<file path="config.mk">
export PLATFORM = sky130hd
export DESIGN_NAME = tdmtx_framer
export DESIGN_NICKNAME = d
export VERILOG_FILES = /design/src/inc/tdmtx_pkg.sv /design/src/inc/tdmtx_es_if.sv /design/src/rtl/tdmtx_sync.sv /design/src/rtl/tdmtx_estore.sv /design/src/rtl/tdmtx_framer.sv
export SDC_FILE = /design/constraint.sdc
export NUM_CORES = 2
export LEC_CHECK = 0
export BUFFER_PORTS_ARGS = -buffer_cell sky130_fd_sc_hd__buf_2
export CORE_MARGIN = 2
export CORE_UTILIZATION = 66
export DETAILED_ROUTE_END_ITERATION = 12
export GPL_ROUTABILITY_DRIVEN = 0
export PLACE_DENSITY = 0.83
export SKIP_CTS_REPAIR_TIMING = 1
export SLEW_MARGIN = 20
export SYNTH_ARGS = -nofsm -noshare
export SYNTH_HDL_FRONTEND = slang
export SYNTH_SLANG_ARGS = --single-unit
</file>
<file path="constraint.sdc">
create_clock -name clock -period 13 [get_ports clock]
set_input_delay 1.3 -clock clock [delete_from_list [all_inputs] [get_ports clock]]
set_output_delay 1.3 -clock clock [all_outputs]
set_load 0.01 [all_outputs]
</file>
<file path="src/inc/tdmtx_pkg.sv">
`default_nettype none
package tdmtx_pkg;
  // Clock rate and line clock loss timing
  localparam int CLK_MHZ      = 40;
  localparam int LOSS_TIME_NS = 1943; // About three periods of the slower line clock
  localparam int LOSS_CYC     = (LOSS_TIME_NS * CLK_MHZ + 999) / 1000;

  // Frame geometry
  localparam int T1_FRAME_BITS = 193;
  localparam int E1_FRAME_BITS = 256;
  localparam int T1_MF_FRAMES  = 12;
  localparam int E1_MF_FRAMES  = 16;
  localparam int T1_SIG_FRM_A  = 5;
  localparam int T1_SIG_FRM_B  = 11;
  localparam int E1_SIG_SLOT   = 16;
  localparam int CH_LSB        = 7;
  localparam int ES_DEPTH      = 2 * E1_FRAME_BITS;

  typedef logic [8:0]  tdmtx_bit_t;
  typedef logic [3:0]  tdmtx_frm_t;
  typedef logic [9:0]  tdmtx_fill_t;
  typedef logic [4:0]  tdmtx_addr_t;
  typedef logic [31:0] tdmtx_word_t;

  // Register byte offsets
  localparam tdmtx_addr_t OFF_TXCTL = 5'h00;
  localparam tdmtx_addr_t OFF_GLOBAL_CONTROL_TWO  = 5'h04;
  localparam tdmtx_addr_t OFF_MASK  = 5'h08;
  localparam tdmtx_addr_t OFF_AUX   = 5'h0c;
  localparam tdmtx_addr_t OFF_STAT  = 5'h10;

  // Field positions
  localparam int CTL_ES       = 0;
  localparam int CTL_SIG      = 1;
  localparam int CTL_E1       = 2;
  localparam int CTL_SYNC_OUT = 3;
  localparam int CTL_SYNC_MF  = 4;
  localparam int CTL_DBL      = 5;
  localparam int CTL_LOOP     = 6;
  localparam int CTL_NRZ      = 7;
  localparam int GLOBAL_CONTROL_TWO_STROBE  = 1;
  localparam int AUX_GATED    = 0;
  localparam int AUX_LOSS_SEL = 1;
  localparam int STAT_LOSS    = 0;
  localparam int STAT_SLIP    = 1;

  // Reset values
  localparam tdmtx_word_t CTL_RST  = 32'h0000_0000;
  localparam tdmtx_word_t GLOBAL_CONTROL_TWO_RST = 32'h0000_0000;
  localparam tdmtx_word_t MASK_RST = 32'h0000_0000;
  localparam tdmtx_word_t AUX_RST  = 32'h0000_0000;

  // Bits in one frame
  function automatic tdmtx_fill_t tdmtx_frame_bits(input logic e1);
    return e1 ? tdmtx_fill_t'(E1_FRAME_BITS) : tdmtx_fill_t'(T1_FRAME_BITS);
  endfunction

  // Advance a {frame, bit} position by one bit time
  function automatic logic [12:0] tdmtx_step(input logic [12:0] pos, input logic e1);
    tdmtx_bit_t b;
    tdmtx_frm_t f;
    b = pos[8:0];
    f = pos[12:9];
    if (32'(b) == (e1 ? E1_FRAME_BITS : T1_FRAME_BITS) - 1) begin
      b = '0;
      f = (32'(f) == (e1 ? E1_MF_FRAMES : T1_MF_FRAMES) - 1) ? '0 : f + 4'h1;
    end else begin
      b = b + 9'h001;
    end
    return {f, b};
  endfunction

  // Byte-lane merge for register writes
  function automatic tdmtx_word_t tdmtx_merge(input tdmtx_word_t old, input tdmtx_word_t nw,
                                              input logic [3:0] be);
    tdmtx_word_t r;
    r = old;
    for (int i = 0; i < 4; i++) begin
      if (be[i]) begin
        r[i*8 +: 8] = nw[i*8 +: 8];
      end
    end
    return r;
  endfunction
endpackage
`default_nettype wire

</file>
<file path="src/inc/tdmtx_es_if.sv">
`timescale 1ns/1ps
`default_nettype none
interface tdmtx_es_if;
  logic       wr_valid;
  logic [1:0] wr_data;
  logic       rd_take;
  logic [1:0] rd_data;
  logic       slip;
  logic       e1;
  modport store  (input wr_valid, wr_data, rd_take, e1, output rd_data, slip);
  modport framer (output wr_valid, wr_data, rd_take, e1, input rd_data, slip);
endinterface
`default_nettype wire

</file>
<file path="src/rtl/tdmtx_sync.sv">
`timescale 1ns/1ps
`default_nettype none
module tdmtx_sync #(
  parameter int W = 7
) (
  // Clock and reset
  input  wire logic         clock,
  input  wire logic         reset,
  // Raw and synchronised levels
  input  wire logic [W-1:0] din,
  output logic      [W-1:0] dout
);
  logic [W-1:0] meta_q;

  // Two flops; the first is read by the second only
  always_ff @(posedge clock) begin
    if (reset) begin
      meta_q <= '0;
      dout   <= '0;
    end else begin
      meta_q <= din;
      dout   <= meta_q;
    end
  end
endmodule
`default_nettype wire

</file>
<file path="src/rtl/tdmtx_estore.sv">
`timescale 1ns/1ps
`default_nettype none
module tdmtx_estore (
  // Clock and reset
  input  wire logic  clock,
  input  wire logic  reset,
  // Framer side
  tdmtx_es_if.store  es
);
  import tdmtx_pkg::*;

  logic [1:0]  mem_q [ES_DEPTH];
  tdmtx_fill_t wr_ptr_q;
  tdmtx_fill_t rd_ptr_q;
  tdmtx_fill_t fill_q;
  tdmtx_fill_t rd_ptr_d;
  tdmtx_fill_t fill_d;
  tdmtx_fill_t half;
  tdmtx_fill_t cap;
  logic        over;
  logic        under;
  logic        slip_q;

  // Modulo-capacity pointer advance
  function automatic tdmtx_fill_t adv(input tdmtx_fill_t p, input tdmtx_fill_t n,
                                      input tdmtx_fill_t c);
    tdmtx_fill_t s;
    s = p + n;
    return (s >= c) ? s - c : s;
  endfunction

  // Two frames of storage, sized by the current mode
  assign half       = tdmtx_frame_bits(es.e1);
  assign cap        = {half[8:0], 1'b0};
  assign over       = es.wr_valid && (fill_q == cap);
  assign under      = es.rd_take && !over && (fill_q == '0);
  assign es.rd_data = mem_q[rd_ptr_q[8:0]];
  assign es.slip    = slip_q;

  // Slips move the read side by a whole frame to keep alignment
  always_comb begin
    rd_ptr_d = rd_ptr_q;
    fill_d   = fill_q;
    if (over) begin
      rd_ptr_d = adv(rd_ptr_d, half, cap);
      fill_d   = fill_d - half;
    end
    if (es.rd_take) begin
      if (fill_d == '0) begin
        rd_ptr_d = adv(rd_ptr_d, cap - half, cap);
        fill_d   = half;
      end else begin
        rd_ptr_d = adv(rd_ptr_d, 10'h001, cap);
        fill_d   = fill_d - 10'h001;
      end
    end
    if (es.wr_valid) begin
      fill_d = fill_d + 10'h001;
    end
  end

  // Pointers and slip pulse
  always_ff @(posedge clock) begin
    if (reset) begin
      wr_ptr_q <= '0;
      rd_ptr_q <= '0;
      fill_q   <= '0;
      slip_q   <= 1'b0;
    end else begin
      rd_ptr_q <= rd_ptr_d;
      fill_q   <= fill_d;
      slip_q   <= over || under;
      if (es.wr_valid) begin
        wr_ptr_q <= adv(wr_ptr_q, 10'h001, cap);
      end
    end
  end

  // Storage is not reset; stale bits only follow a slip
  always_ff @(posedge clock) begin
    if (es.wr_valid) begin
      mem_q[wr_ptr_q[8:0]] <= es.wr_data;
    end
  end

  property p_over_slip;
    @(posedge clock) disable iff (reset)
    (es.wr_valid && fill_q == cap) |=> (slip_q && fill_q <= cap);
  endproperty
  a_over_slip: assert property (p_over_slip) else $error("overflow without slip");
endmodule
`default_nettype wire

</file>
<file path="src/rtl/tdmtx_framer.sv">
// Contract
// - Both line outputs update on each output register clock rising edge with formatter data.
// - NRZ format bit puts unipolar data on the positive output.
// - Output register clock follows line clock, or receive clock in loopback.
// - Payload sampled on line clock fall, or backplane clock fall with store on.
// - Signaling bits sampled like payload and inserted into the outgoing stream.
// - Boundary sync pin works as input pulse or as output pulse.
// - T1 frame sync output may widen to two bits on signaling frames.
// - Backplane sync sets backplane boundaries, used only with store on.
// - Channel gate output follows a per-channel programmed level.
// - Gate and strobe follow line clock, or backplane clock with store on.
// - Strobe output is high during the last bit of every channel.
// - Strobe may instead be a bit clock gated to selected channels.
// - Frames hold 24 channels in T1 and 32 in E1.
// - Global select bit 1 picks gate (0) or strobe (1) output.
// - Line clock loss flagged after about three idle periods.
`timescale 1ns/1ps
`default_nettype none
module tdmtx_framer (
  // Clock and reset
  input  wire logic               clock,
  input  wire logic               reset,
  // Avalon-MM register slave
  input  wire tdmtx_pkg::tdmtx_addr_t avs_address,
  input  wire logic               avs_read,
  input  wire logic               avs_write,
  input  wire tdmtx_pkg::tdmtx_word_t avs_writedata,
  input  wire logic [3:0]         avs_byteenable,
  output tdmtx_pkg::tdmtx_word_t  avs_readdata,
  output logic                    avs_waitrequest,
  // Line side
  input  wire logic               tx_line_clock,
  input  wire logic               rx_line_clock,
  output logic                    tx_line_pos_out,
  output logic                    tx_line_neg_out,
  // Backplane side
  input  wire logic               tx_backplane_clock,
  input  wire logic               tx_serial_payload_in,
  input  wire logic               tx_signaling_in,
  input  wire logic               tx_backplane_boundary_sync,
  // Boundary sync pin
  input  wire logic               tx_boundary_sync_in,
  output logic                    tx_boundary_sync_out,
  output logic                    tx_boundary_sync_oe_n,
  // Channel pin and loss indicator
  output logic                    tx_channel_pin,
  output logic                    tx_clock_loss_flag
);
  import tdmtx_pkg::*;

  logic [6:0]  s;
  logic [2:0]  prev_q;
  tdmtx_word_t ctl_q;
  tdmtx_word_t global_control_two_q;
  tdmtx_word_t mask_q;
  tdmtx_word_t aux_q;
  logic        slip_q;
  logic [12:0] line_pos_q;
  logic [12:0] bp_pos_q;
  logic        fmt_bit_q;
  logic        mark_q;
  logic        gate_q;
  logic        strobe_q;
  logic [12:0] idle_q;
  logic        loss_q;

  tdmtx_es_if es_if ();

  // Every pin level passes two flops first
  tdmtx_sync #(
    .W (7)
  ) u_sync (
    .clock (clock),
    .reset (reset),
    .din   ({rx_line_clock, tx_backplane_clock, tx_line_clock, tx_backplane_boundary_sync,
             tx_boundary_sync_in, tx_signaling_in, tx_serial_payload_in}),
    .dout  (s)
  );

  tdmtx_estore u_estore (
    .clock (clock),
    .reset (reset),
    .es    (es_if.store)
  );

  // Control fields
  wire es_on    = ctl_q[CTL_ES];
  wire sig_on   = ctl_q[CTL_SIG];
  wire e1       = ctl_q[CTL_E1];
  wire sync_out = ctl_q[CTL_SYNC_OUT];
  wire sync_mf  = ctl_q[CTL_SYNC_MF];
  wire dbl_on   = ctl_q[CTL_DBL];
  wire loop_on  = ctl_q[CTL_LOOP];
  wire nrz_on   = ctl_q[CTL_NRZ];
  wire sel_strb = global_control_two_q[GLOBAL_CONTROL_TWO_STROBE];
  wire gated_on = aux_q[AUX_GATED];

  // Clock edges seen on the synchronised levels
  wire line_fall = prev_q[0] && !s[4];
  wire line_rise = !prev_q[0] && s[4];
  wire bp_fall   = prev_q[1] && !s[5];
  wire rx_rise   = !prev_q[2] && s[6];
  wire out_tick  = loop_on ? rx_rise : line_rise;
  wire in_tick   = es_on ? bp_fall : line_fall;

  // Line-side position and channel decode
  wire [8:0] lbit   = line_pos_q[8:0];
  wire [3:0] lfrm   = line_pos_q[12:9];
  wire       l_fbit = !e1 && (lbit == 9'h000);
  wire [7:0] l_cpos = e1 ? lbit[7:0] : 8'(lbit - 9'h001);
  wire       t1_sfr = (32'(lfrm) == T1_SIG_FRM_A) || (32'(lfrm) == T1_SIG_FRM_B);
  wire       sig_slot = e1 ? (32'(l_cpos[7:3]) == E1_SIG_SLOT)
                           : (t1_sfr && !l_fbit && 32'(l_cpos[2:0]) == CH_LSB);

  // Source bits: direct pins or the elastic store
  wire [1:0] src     = es_on ? es_if.rd_data : {s[1], s[0]};
  wire       fmt_bit = (sig_on && sig_slot) ? src[1] : src[0];

  // Boundary pulses from the sync pins: line pin in input mode only, backplane pin with store on only
  wire line_bnd = !sync_out && s[2];
  wire bp_bnd   = es_on && s[3];

  // Strobe timing source depends on the store
  wire [12:0] t_pos  = es_on ? bp_pos_q : line_pos_q;
  wire [8:0]  tbit   = t_pos[8:0];
  wire        t_fbit = !e1 && (tbit == 9'h000);
  wire [7:0]  t_cpos = e1 ? tbit[7:0] : 8'(tbit - 9'h001);
  wire        t_gate = !t_fbit && mask_q[t_cpos[7:3]];
  wire        t_lsb  = !t_fbit && (32'(t_cpos[2:0]) == CH_LSB);
  wire        t_clk  = es_on ? s[5] : s[4];

  // Sync output pulse; T1 frame mode may widen on signaling frames
  wire sync_first = (lbit == 9'h000) && (!sync_mf || lfrm == 4'h0);
  wire sync_wide  = dbl_on && !e1 && !sync_mf && t1_sfr && (lbit == 9'h001);

  // Register decode
  wire hit_ctl  = avs_address == OFF_TXCTL;
  wire hit_global_control_two = avs_address == OFF_GLOBAL_CONTROL_TWO;
  wire hit_mask = avs_address == OFF_MASK;
  wire hit_aux  = avs_address == OFF_AUX;
  wire hit_stat = avs_address == OFF_STAT;
  wire bus_wr   = avs_write && !avs_waitrequest; // Lands on the edge the master sees the answer
  wire bus_rd   = avs_read && avs_waitrequest;
  wire slip_clr = bus_wr && hit_stat && avs_byteenable[0] && avs_writedata[STAT_SLIP];
  tdmtx_word_t stat_word;
  tdmtx_word_t rd_word;
  assign stat_word = tdmtx_word_t'({slip_q, loss_q});
  assign rd_word   = hit_ctl  ? ctl_q  :
                     hit_global_control_two ? global_control_two_q :
                     hit_mask ? mask_q :
                     hit_aux  ? aux_q  :
                     hit_stat ? stat_word : '0;

  // Elastic store hookup
  assign es_if.wr_valid = es_on && bp_fall;
  assign es_if.wr_data  = {s[1], s[0]};
  assign es_if.rd_take  = es_on && line_fall;
  assign es_if.e1       = e1;

  // Edge history
  always_ff @(posedge clock) begin
    if (reset) begin
      prev_q <= '0;
    end else begin
      prev_q <= {s[6], s[5], s[4]};
    end
  end

  // Bus slave: one wait cycle, then the answer
  always_ff @(posedge clock) begin
    if (reset) begin
      avs_waitrequest <= 1'b1;
      avs_readdata    <= '0;
    end else begin
      avs_waitrequest <= !((avs_read || avs_write) && avs_waitrequest);
      if (bus_rd) begin
        avs_readdata <= rd_word;
      end
    end
  end

  // Control registers; unmapped writes are dropped
  always_ff @(posedge clock) begin
    if (reset) begin
      ctl_q  <= CTL_RST;
      global_control_two_q <= GLOBAL_CONTROL_TWO_RST;
      mask_q <= MASK_RST;
      aux_q  <= AUX_RST;
    end else if (bus_wr) begin
      if (hit_ctl) ctl_q <= tdmtx_merge(ctl_q, avs_writedata, avs_byteenable);
      if (hit_global_control_two) global_control_two_q <= tdmtx_merge(global_control_two_q, avs_writedata, avs_byteenable);
      if (hit_mask) mask_q <= tdmtx_merge(mask_q, avs_writedata, avs_byteenable);
      if (hit_aux) aux_q <= tdmtx_merge(aux_q, avs_writedata, avs_byteenable);
    end
  end

  // Sticky slip flag; a new slip beats the clear
  always_ff @(posedge clock) begin
    if (reset) begin
      slip_q <= 1'b0;
    end else begin
      slip_q <= es_if.slip || (slip_q && !slip_clr);
    end
  end

  // Line and backplane frame positions
  always_ff @(posedge clock) begin
    if (reset) begin
      line_pos_q <= '0;
      bp_pos_q   <= '0;
    end else begin
      if (line_fall) begin
        line_pos_q <= line_bnd ? {(sync_mf ? 4'h0 : lfrm), 9'h000}
                               : tdmtx_step(line_pos_q, e1);
      end
      if (bp_fall) begin
        bp_pos_q <= bp_bnd ? {(sync_mf ? 4'h0 : bp_pos_q[12:9]), 9'h000}
                           : tdmtx_step(bp_pos_q, e1);
      end
    end
  end

  // Formatter bit is taken on the falling line edge
  always_ff @(posedge clock) begin
    if (reset) begin
      fmt_bit_q <= 1'b0;
    end else if (line_fall) begin
      fmt_bit_q <= fmt_bit;
    end
  end

  // Line encoder; alternate mark inversion or NRZ, no zero substitution
  always_ff @(posedge clock) begin
    if (reset) begin
      tx_line_pos_out <= 1'b0;
      tx_line_neg_out <= 1'b0;
      mark_q          <= 1'b0;
    end else if (out_tick) begin
      if (nrz_on) begin
        tx_line_pos_out <= fmt_bit_q;
        tx_line_neg_out <= 1'b0;
      end else begin
        tx_line_pos_out <= fmt_bit_q && !mark_q;
        tx_line_neg_out <= fmt_bit_q && mark_q;
        mark_q          <= mark_q ^ fmt_bit_q;
      end
    end
  end

  // Sync pin drive; enable is low while driving
  always_ff @(posedge clock) begin
    if (reset) begin
      tx_boundary_sync_out  <= 1'b0;
      tx_boundary_sync_oe_n <= 1'b1;
    end else begin
      tx_boundary_sync_oe_n <= !sync_out;
      if (!sync_out) begin
        tx_boundary_sync_out <= 1'b0;
      end else if (line_fall) begin
        tx_boundary_sync_out <= sync_first || sync_wide;
      end
    end
  end

  // Gate and strobe state on the chosen bit clock
  always_ff @(posedge clock) begin
    if (reset) begin
      gate_q   <= 1'b0;
      strobe_q <= 1'b0;
    end else if (in_tick) begin
      gate_q   <= t_gate;
      strobe_q <= t_lsb;
    end
  end

  // Pin mux; the gated clock lags the pin level by the sync delay
  always_ff @(posedge clock) begin
    if (reset) begin
      tx_channel_pin <= 1'b0;
    end else begin
      tx_channel_pin <= !sel_strb ? gate_q :
                        gated_on  ? (t_clk && t_gate) : strobe_q;
    end
  end

  // Line clock watchdog
  always_ff @(posedge clock) begin
    if (reset) begin
      idle_q             <= '0;
      loss_q             <= 1'b0;
      tx_clock_loss_flag <= 1'b0;
    end else begin
      idle_q <= (line_fall || line_rise) ? '0 :
                (32'(idle_q) >= LOSS_CYC) ? idle_q : idle_q + 13'h0001;
      loss_q <= !(line_fall || line_rise) && (32'(idle_q) >= LOSS_CYC - 1);
      tx_clock_loss_flag <= loss_q && aux_q[AUX_LOSS_SEL];
    end
  end

  property p_nrz;
    @(posedge clock) disable iff (reset)
    (out_tick && nrz_on) |=> (!tx_line_neg_out && tx_line_pos_out == $past(fmt_bit_q));
  endproperty
  a_nrz: assert property (p_nrz) else $error("nrz output wrong");

  property p_ami;
    @(posedge clock) disable iff (reset)
    (out_tick && !nrz_on) |=> (!(tx_line_pos_out && tx_line_neg_out)
                               && ((tx_line_pos_out || tx_line_neg_out) == $past(fmt_bit_q)));
  endproperty
  a_ami: assert property (p_ami) else $error("bipolar output wrong");

  property p_loss_set;
    @(posedge clock) disable iff (reset)
    (32'(idle_q) == LOSS_CYC - 1 && !line_fall && !line_rise) |=> loss_q;
  endproperty
  a_loss_set: assert property (p_loss_set) else $error("clock loss not flagged");

  property p_loss_clr;
    @(posedge clock) disable iff (reset)
    (line_fall || line_rise) |=> (!loss_q ##1 !loss_q);
  endproperty
  a_loss_clr: assert property (p_loss_clr) else $error("loss flag after edge");

  property p_strobe;
    @(posedge clock) disable iff (reset)
    (in_tick && t_lsb) |=> strobe_q;
  endproperty
  a_strobe: assert property (p_strobe) else $error("strobe missing on channel lsb");

  property p_gate;
    @(posedge clock) disable iff (reset)
    (in_tick && !sel_strb) |=> (gate_q == $past(t_gate))
                               ##1 ($past(sel_strb) || tx_channel_pin == $past(gate_q));
  endproperty
  a_gate: assert property (p_gate) else $error("channel gate wrong");

  property p_sync_oe;
    @(posedge clock) disable iff (reset)
    sync_out |=> !tx_boundary_sync_oe_n;
  endproperty
  a_sync_oe: assert property (p_sync_oe) else $error("sync pin not driven");

  property p_wrap;
    @(posedge clock) disable iff (reset)
    (line_fall && !line_bnd && 32'(lbit) == E1_FRAME_BITS - 1 && e1) |=> (line_pos_q[8:0] == 9'h000);
  endproperty
  a_wrap: assert property (p_wrap) else $error("frame did not wrap");

  property p_bus;
    @(posedge clock) disable iff (reset)
    ((avs_read || avs_write) && avs_waitrequest) |=> (!avs_waitrequest ##1 avs_waitrequest);
  endproperty
  a_bus: assert property (p_bus) else $error("bus answer timing wrong");
endmodule
`default_nettype wire

</file>
### Word level (Yosys, flattened, before mapping)

Memory sizes are Yosys's and may differ from the RTL's. A register that Yosys moved wholly into a read port is not among the register bits.
Cells that the tools add are included.

* ROM bits: 0
* output and inout port bits: 39
* memory bits (writable): 1024
* input port bits: 52
* latch bits: 0
* register bits after elaboration: 260
* logic and storage cells: 223
* memories kept: 1

Memory list
* u_estore.mem_q: depth 512, width 2, rd ports 1, clocked after Yosys merged registers in 1, wr ports 1, line tdmtx_estore.sv:12 `logic [1:0] mem_q [ES_DEPTH];`

* multiplexer cells: 46
* order comparisons: 7
* reductions and logical operators: 86
* equal/unequal tests: 17
* shifts and indexed selects: 0
* bitwise logic cells: 3
* $add $sub $neg: 21
* divide/modulo/power cells: 0
* multiply operators: 0

Operators by type and width (count)
* 32-bit 2-to-1 mux: 4
* 10-bit 2-to-1 mux: 11
* 4-bit by 32-bit == test with 1-bit output: 2
* 9-bit by 32-bit == test with 1-bit output: 2
* 10-bit subtractor: 6
* 9-bit 2-to-1 mux: 6
* 3-bit AND reduction: 18
* 10-bit greater-or-equal comparator: 4
* 1-bit logical AND: 35
* 10-bit by 1-bit adder with 10-bit output, second input constant: 3
* 13-bit by 7-bit greater-or-equal comparator with 1-bit output, second input constant: 2
* 13-bit 2-to-1 mux: 2
* 10-bit adder: 2
* 10-bit zero test: 2
* 4-bit 2-to-1 mux: 5
* 9-bit by 1-bit adder with 9-bit output, second input constant: 2
* 9-bit zero test: 2
* 8-bit 2-to-1 mux: 2
* 8-bit by 1-bit subtractor with 8-bit output, second input constant: 2
* 1-bit zero test: 15
* 13-bit by 1-bit adder with 13-bit output, second input constant: 1
* 1-bit 2-to-1 mux: 12
* 10-bit == test: 1
* 5-bit by 4-bit == test with 1-bit output, second input constant: 2
* 23 further kinds: 37

### Logic depth before layout (Yosys ltp)

* depth after elaboration: 11
* gate-level depth with buffers: 38
* depth with buffers taken out: 34

### Hierarchy

A second synthesis with hierarchy kept.

* cells, all modules: 4353
* area total of the unflattened synthesis: 56695.6 um^2

By module, submodules not included
* tdmtx_estore: area an instance 46729.8 um^2, times used 1, seq. area each 31370.1 um^2, cells each 3245
* tdmtx_framer: area an instance 9557.9 um^2, times used 1, seq. area each 4224.1 um^2, cells each 1079
* tdmtx_sync: area an instance 407.9 um^2, times used 1, seq. area each 280.3 um^2, cells each 29

### Worst setup path after synthesis

Ideal clock, no wire load.

* kind: register to register
* from: register u_sync.dout[1]
* to: register fmt_bit_q
* stages on the path, launching flop included: 4
* setup slack: 4.783 ns
* buffers on the path: 0
* data required time: 12.935 ns
* arrival: 8.152 ns
* clock period less this slack: 8.217 ns
* library setup time: 0.065 ns
* path through: dfxtp_1 > mux4_2 > mux2i_1 > nor2_1

* word-level cells in the longest chain between the ends: 2

Ends and longest elaborated chain
* start: declaration: line tdmtx_sync.sv:11 `output logic [W-1:0] dout`
* start signal: assignment: line tdmtx_sync.sv:22 `dout <= meta_q;`
* 2-bit 2-to-1 mux: line tdmtx_framer.sv:116 `wire [1:0] src = es_on ? es_if.rd_data : {s[1], s[0]};`
* 1-bit 2-to-1 mux: line tdmtx_framer.sv:117 `wire fmt_bit = (sig_on && sig_slot) ? src[1] : src[0];`
* end signal: assignment: line tdmtx_framer.sv:228 `fmt_bit_q <= fmt_bit;`
* end: declaration: line tdmtx_framer.sv:60 `logic fmt_bit_q;`

Every way passes these cells.
A chain may end at the register's enable or synchronous reset.

### Worst setup path in the final report

* from: register u_estore.rd_ptr_q[0]
* to: register u_estore.rd_ptr_q[7]

* word-level cells in the longest chain between the ends: 9
* elaborated cells between the ends (all ways): 15
* classes of those cells: 6 x add/sub; 3 x order compare; 6 x mux

Ends and longest elaborated chain
* start: declaration: line tdmtx_estore.sv:14 `tdmtx_fill_t rd_ptr_q;`
* start signal: assignment: line tdmtx_estore.sv:70 `rd_ptr_q <= rd_ptr_d;`
* 10-bit adder: line tdmtx_estore.sv:28 `s = p + n;`
* 10-bit subtractor or 10-bit greater-or-equal comparator (tied branches): line tdmtx_estore.sv:29 `return (s >= c) ? s - c : s;`
* 10-bit 2-to-1 mux: line tdmtx_estore.sv:29
* 10-bit 2-to-1 mux (*): line tdmtx_estore.sv:44 `if (over) begin`
* 10-bit by 1-bit adder with 10-bit output or 10-bit adder (tied branches): line tdmtx_estore.sv:28
* 10-bit subtractor or 10-bit greater-or-equal comparator (tied branches): line tdmtx_estore.sv:29
* 10-bit 2-to-1 mux: line tdmtx_estore.sv:29
* 10-bit 2-to-1 mux: line tdmtx_estore.sv:49 `if (fill_d == '0) begin`
* 10-bit 2-to-1 mux (*): line tdmtx_estore.sv:48 `if (es.rd_take) begin`

Mark *: on every way between the ends. The rest lies on a longest branch, timed or not.

==> impl_metrics.csv <==
group,metric,value,unit
route,drt_iter0_markers,5320,
route,ant_nets,0,
floorplan,die_width,296.9,um
grt,overflow,0,
floorplan,start_util,66.50,%
layout,drive_above_1_share,13.82,%
clock_tree,cts_buffer_depth,3,
yosys,yosys_warnings,0,
clock_tree,clock_latency,740,ps
yosys,async_flop_share,0,%
yosys,synthCells,4321,
route,routed_wl,139000,um
sta,hold_violations,0,
clock_tree,clockRootBuffer,"clkbuf_16",
sta,finalSetupViolCount,0,
yosys,synth_top_cell_area_share,54.31,%
layout,fin_area,62040,um2
route,wl_per_cell,25.03,um
layout,seq_area,35900,um2
sta,fin_crit,8865,ps
sta,skew,69.39,ps
route,dr.pass1.iters,7,
clock_tree,cts_tree,"yes",
critical_path,start_kind,"flip-flop",
sta,tightest_slew,1186,ps
power,p_per_area,137.7,nW/um2
placed_design,port_buffers,90,
clock_tree,cts_buffers,121,
critical_path,end_kind,"flip-flop",
layout,fillers,5290,
grt,grt_max_degree,238,
clock_tree,clk_pin_slew_worst_paths,70,ps
layout,multi_input_area,19510,um2
clock_tree,cts.sinks,1280,
yosys,ys_types,89,
yosys,synthesis.area_per_instance,13.10,um2
yosys,syn_nets,4442,
yosys,synth-edff-count,1024,
sta,hold_ws,436.9,ps
yosys,netlist_area,56620,um2
yosys,synth-seq-cells,1280,
sta,rsz0062_at_grt,"false",
grt,first_global_vias,36788,
grt,grt_usage,31.00,%
yosys,synth_seq_area_share,63.36,%
route,vias_per_cell,6.683,
yosys,synth_top_cell_by_area,"edfxtp_1",
clock_tree,cts_htree_levels,3,
sta,slew_headroom,20.65,%
sta,finalMaxSlewViolations,0,
sta,final.setup.tns,0,ps
critical_path,max_stage_delay,940,ps
grt,grt_pass1_wl,211000,um
sta,fin_crit_sh,68.19,%
power,vdd_drop_max,0.1292,mV
layout,final_util,72.87,%
sta,fmax,112.8,MHz
critical_path,critPathSlowestCell,"dfxtp_4",
route,num_vias,37116,
critical_path,arrival,9380,ps
floorplan,rows,107,
route,drc,0,
grt,antenna_found_initial,5,
worst_hold_path,hold_class,"reg -> reg",
critical_path,rrSetupSlack,4140,ps
layout,area_growth,9.580,%
power,leakagePower,19.54,nW
floorplan,core,85150,um2
critical_path,crit_type,"reg -> reg",
layout,nets,4421,
critical_path,cp_common_cell,"ha_1",
outcome,status,"completed",
yosys,synth_flop_cell,"edfxtp_1",
flow_run,maxCapViolations,0,
critical_path,required,13520,ps
placed_design,placed_area,57910,um2
floorplan,dieHeight,296.9,um
floorplan,dieArea,88150,um2
critical_path,path_max_fanout,52,
floorplan,io_pins,91,
yosys,synth_area_leaders,"edfxtp_1, dfxtp_1, mux2i_1",
placed_design,hpwl,77600,um
[sequential cells by signal, indices dropped and copies added (netlist names), 3 cells and up]
register and cells:
u_estore.mem_q 1024, aux_q 32, avs_readdata 32, ctl_q 32, global_control_two_q 32, mask_q 32, idle_q 13, line_pos_q 13
u_estore.fill_q 10, u_estore.rd_ptr_q 10, u_estore.wr_ptr_q 10, bp_pos_q 9, u_sync.dout 7, u_sync.meta_q 7, prev_q 3
[critical path: cells and delay by family (launching register included)]
family / cells / cell delay, ps
compound gates: 13 / 3500
xor+xnor: 1 / 130
fa+ha+maj: 5 / 1780
buf+inv: 2 / 300
flops: 1 / 940
mux: 1 / 430
simple gates: 8 / 1540
[routing by layer]
| metal | global-route usage, % | vias to the layer above | wire length (um) |
|---|---|---|---|
| li1 | - | 16146 | - |
| met1 | 40.43 | 18246 | 51220 |
| met5 | 0 | - | 17 |
| met4 | 15.32 | 2 | 7251 |
| met2 | 49.93 | 2237 | 66150 |
| met3 | 6.569 | 485 | 14370 |
[Yosys cell counts (all sizes together) (10+ instances only)]
cell and number:
edfxtp 1024, nor2 818, mux2i 378, dfxtp 256, nand2 234, clkbuf 213
a21oi 188, mux4 157, o21ai 136, buf 76, mux2 74, ha 68
o221ai 68, o22ai 66, a211oi 48, inv 48, xnor2 48, nand3 46
xor2 39, nor3 33, a22oi 32, nor2b 30, and3 27, a31oi 19
nand4 17, and2 15, o211ai 13, nand2b 12, a21o 10, nor4 10
[logic make-up after synthesis]
kind of cell / share of synthesized area, %
and+or+nand+nor: 9.708
DFF: 63.36
AOI/OAI and AO/OA: 7.301
muxes: 14.40
buffers and inverters: 2.294
xor gates and xnor gates: 1.399
adders and majority gates: 1.538
[power breakdown]
part / total [W] / switching (W) / internal [W]
Clock: 0.00361 / 0.00153 / 0.00208
Combinational: 0.000492 / 0.000312 / 0.000180
Sequential: 0.00444 / 0.0000211 / 0.00442
Total: 0.00854 / 0.00186 / 0.00668
[metrics by stage]
step / worst slack (ps) / instances / power, W
final: 4136 / 5554 / 0.008541
after floorplan: 4783 / 4321 / 0.004877
after detailed placement: 4453 / 5320 / 0.004995
after global placement: 4643 / 5320 / 0.004983
after global routing: 3521 / 5554 / 0.008741
after CTS: 4360 / 5550 / 0.008545
[layout by cell type, fill, tap and decap left out, drive strengths merged, types with 48 or more instances in the layout]
| cell type | instances |
|---|---|
| edfxtp | 1024 |
| nor2 | 818 |
| mux2i | 378 |
| dfxtp | 256 |
| nand2 | 234 |
| a21oi | 188 |
| mux4 | 157 |
| buf | 145 |
| clkbuf | 143 |
| o21ai | 136 |
| mux2 | 74 |
| ha | 68 |
| o221ai | 68 |
| o22ai | 66 |
| clkinv | 62 |
| inv | 52 |
| xnor2 | 48 |
| a211oi | 48 |
[final cells by class]
| class | instances | area share (%) |
|---|---|---|
| inverters | 49 | 0.3005 |
| diodes | 3 | 0.01210 |
| clock inverters | 87 | 1.466 |
| clock buffers | 143 | 5.126 |
| multi-input cells | 2703 | 31.45 |
| repair buffers | 145 | 1.480 |
| well taps | 1144 | 2.307 |
| flip-flops and latches | 1280 | 57.86 |
[worst paths after layout]
| kind | endpoint | depth (start not counted) | start |
|---|---|---|---|
| hold reg to reg | u_sync.dout[1]$_SDFF_PP0_ | 1 | u_sync.meta_q[1]$_SDFF_PP0_ |
| setup reg to reg | u_estore.rd_ptr_q[7]$_SDFF_PP0_ | 30 | u_estore.rd_ptr_q[0]$_SDFF_PP0_ |
| hold / removal | u_sync.dout[1]$_SDFF_PP0_ | 1 | u_sync.meta_q[1]$_SDFF_PP0_ |
| setup / recovery | u_estore.rd_ptr_q[7]$_SDFF_PP0_ | 30 | u_estore.rd_ptr_q[0]$_SDFF_PP0_ |
Note: power is estimated with default switching activity, not from simulation.
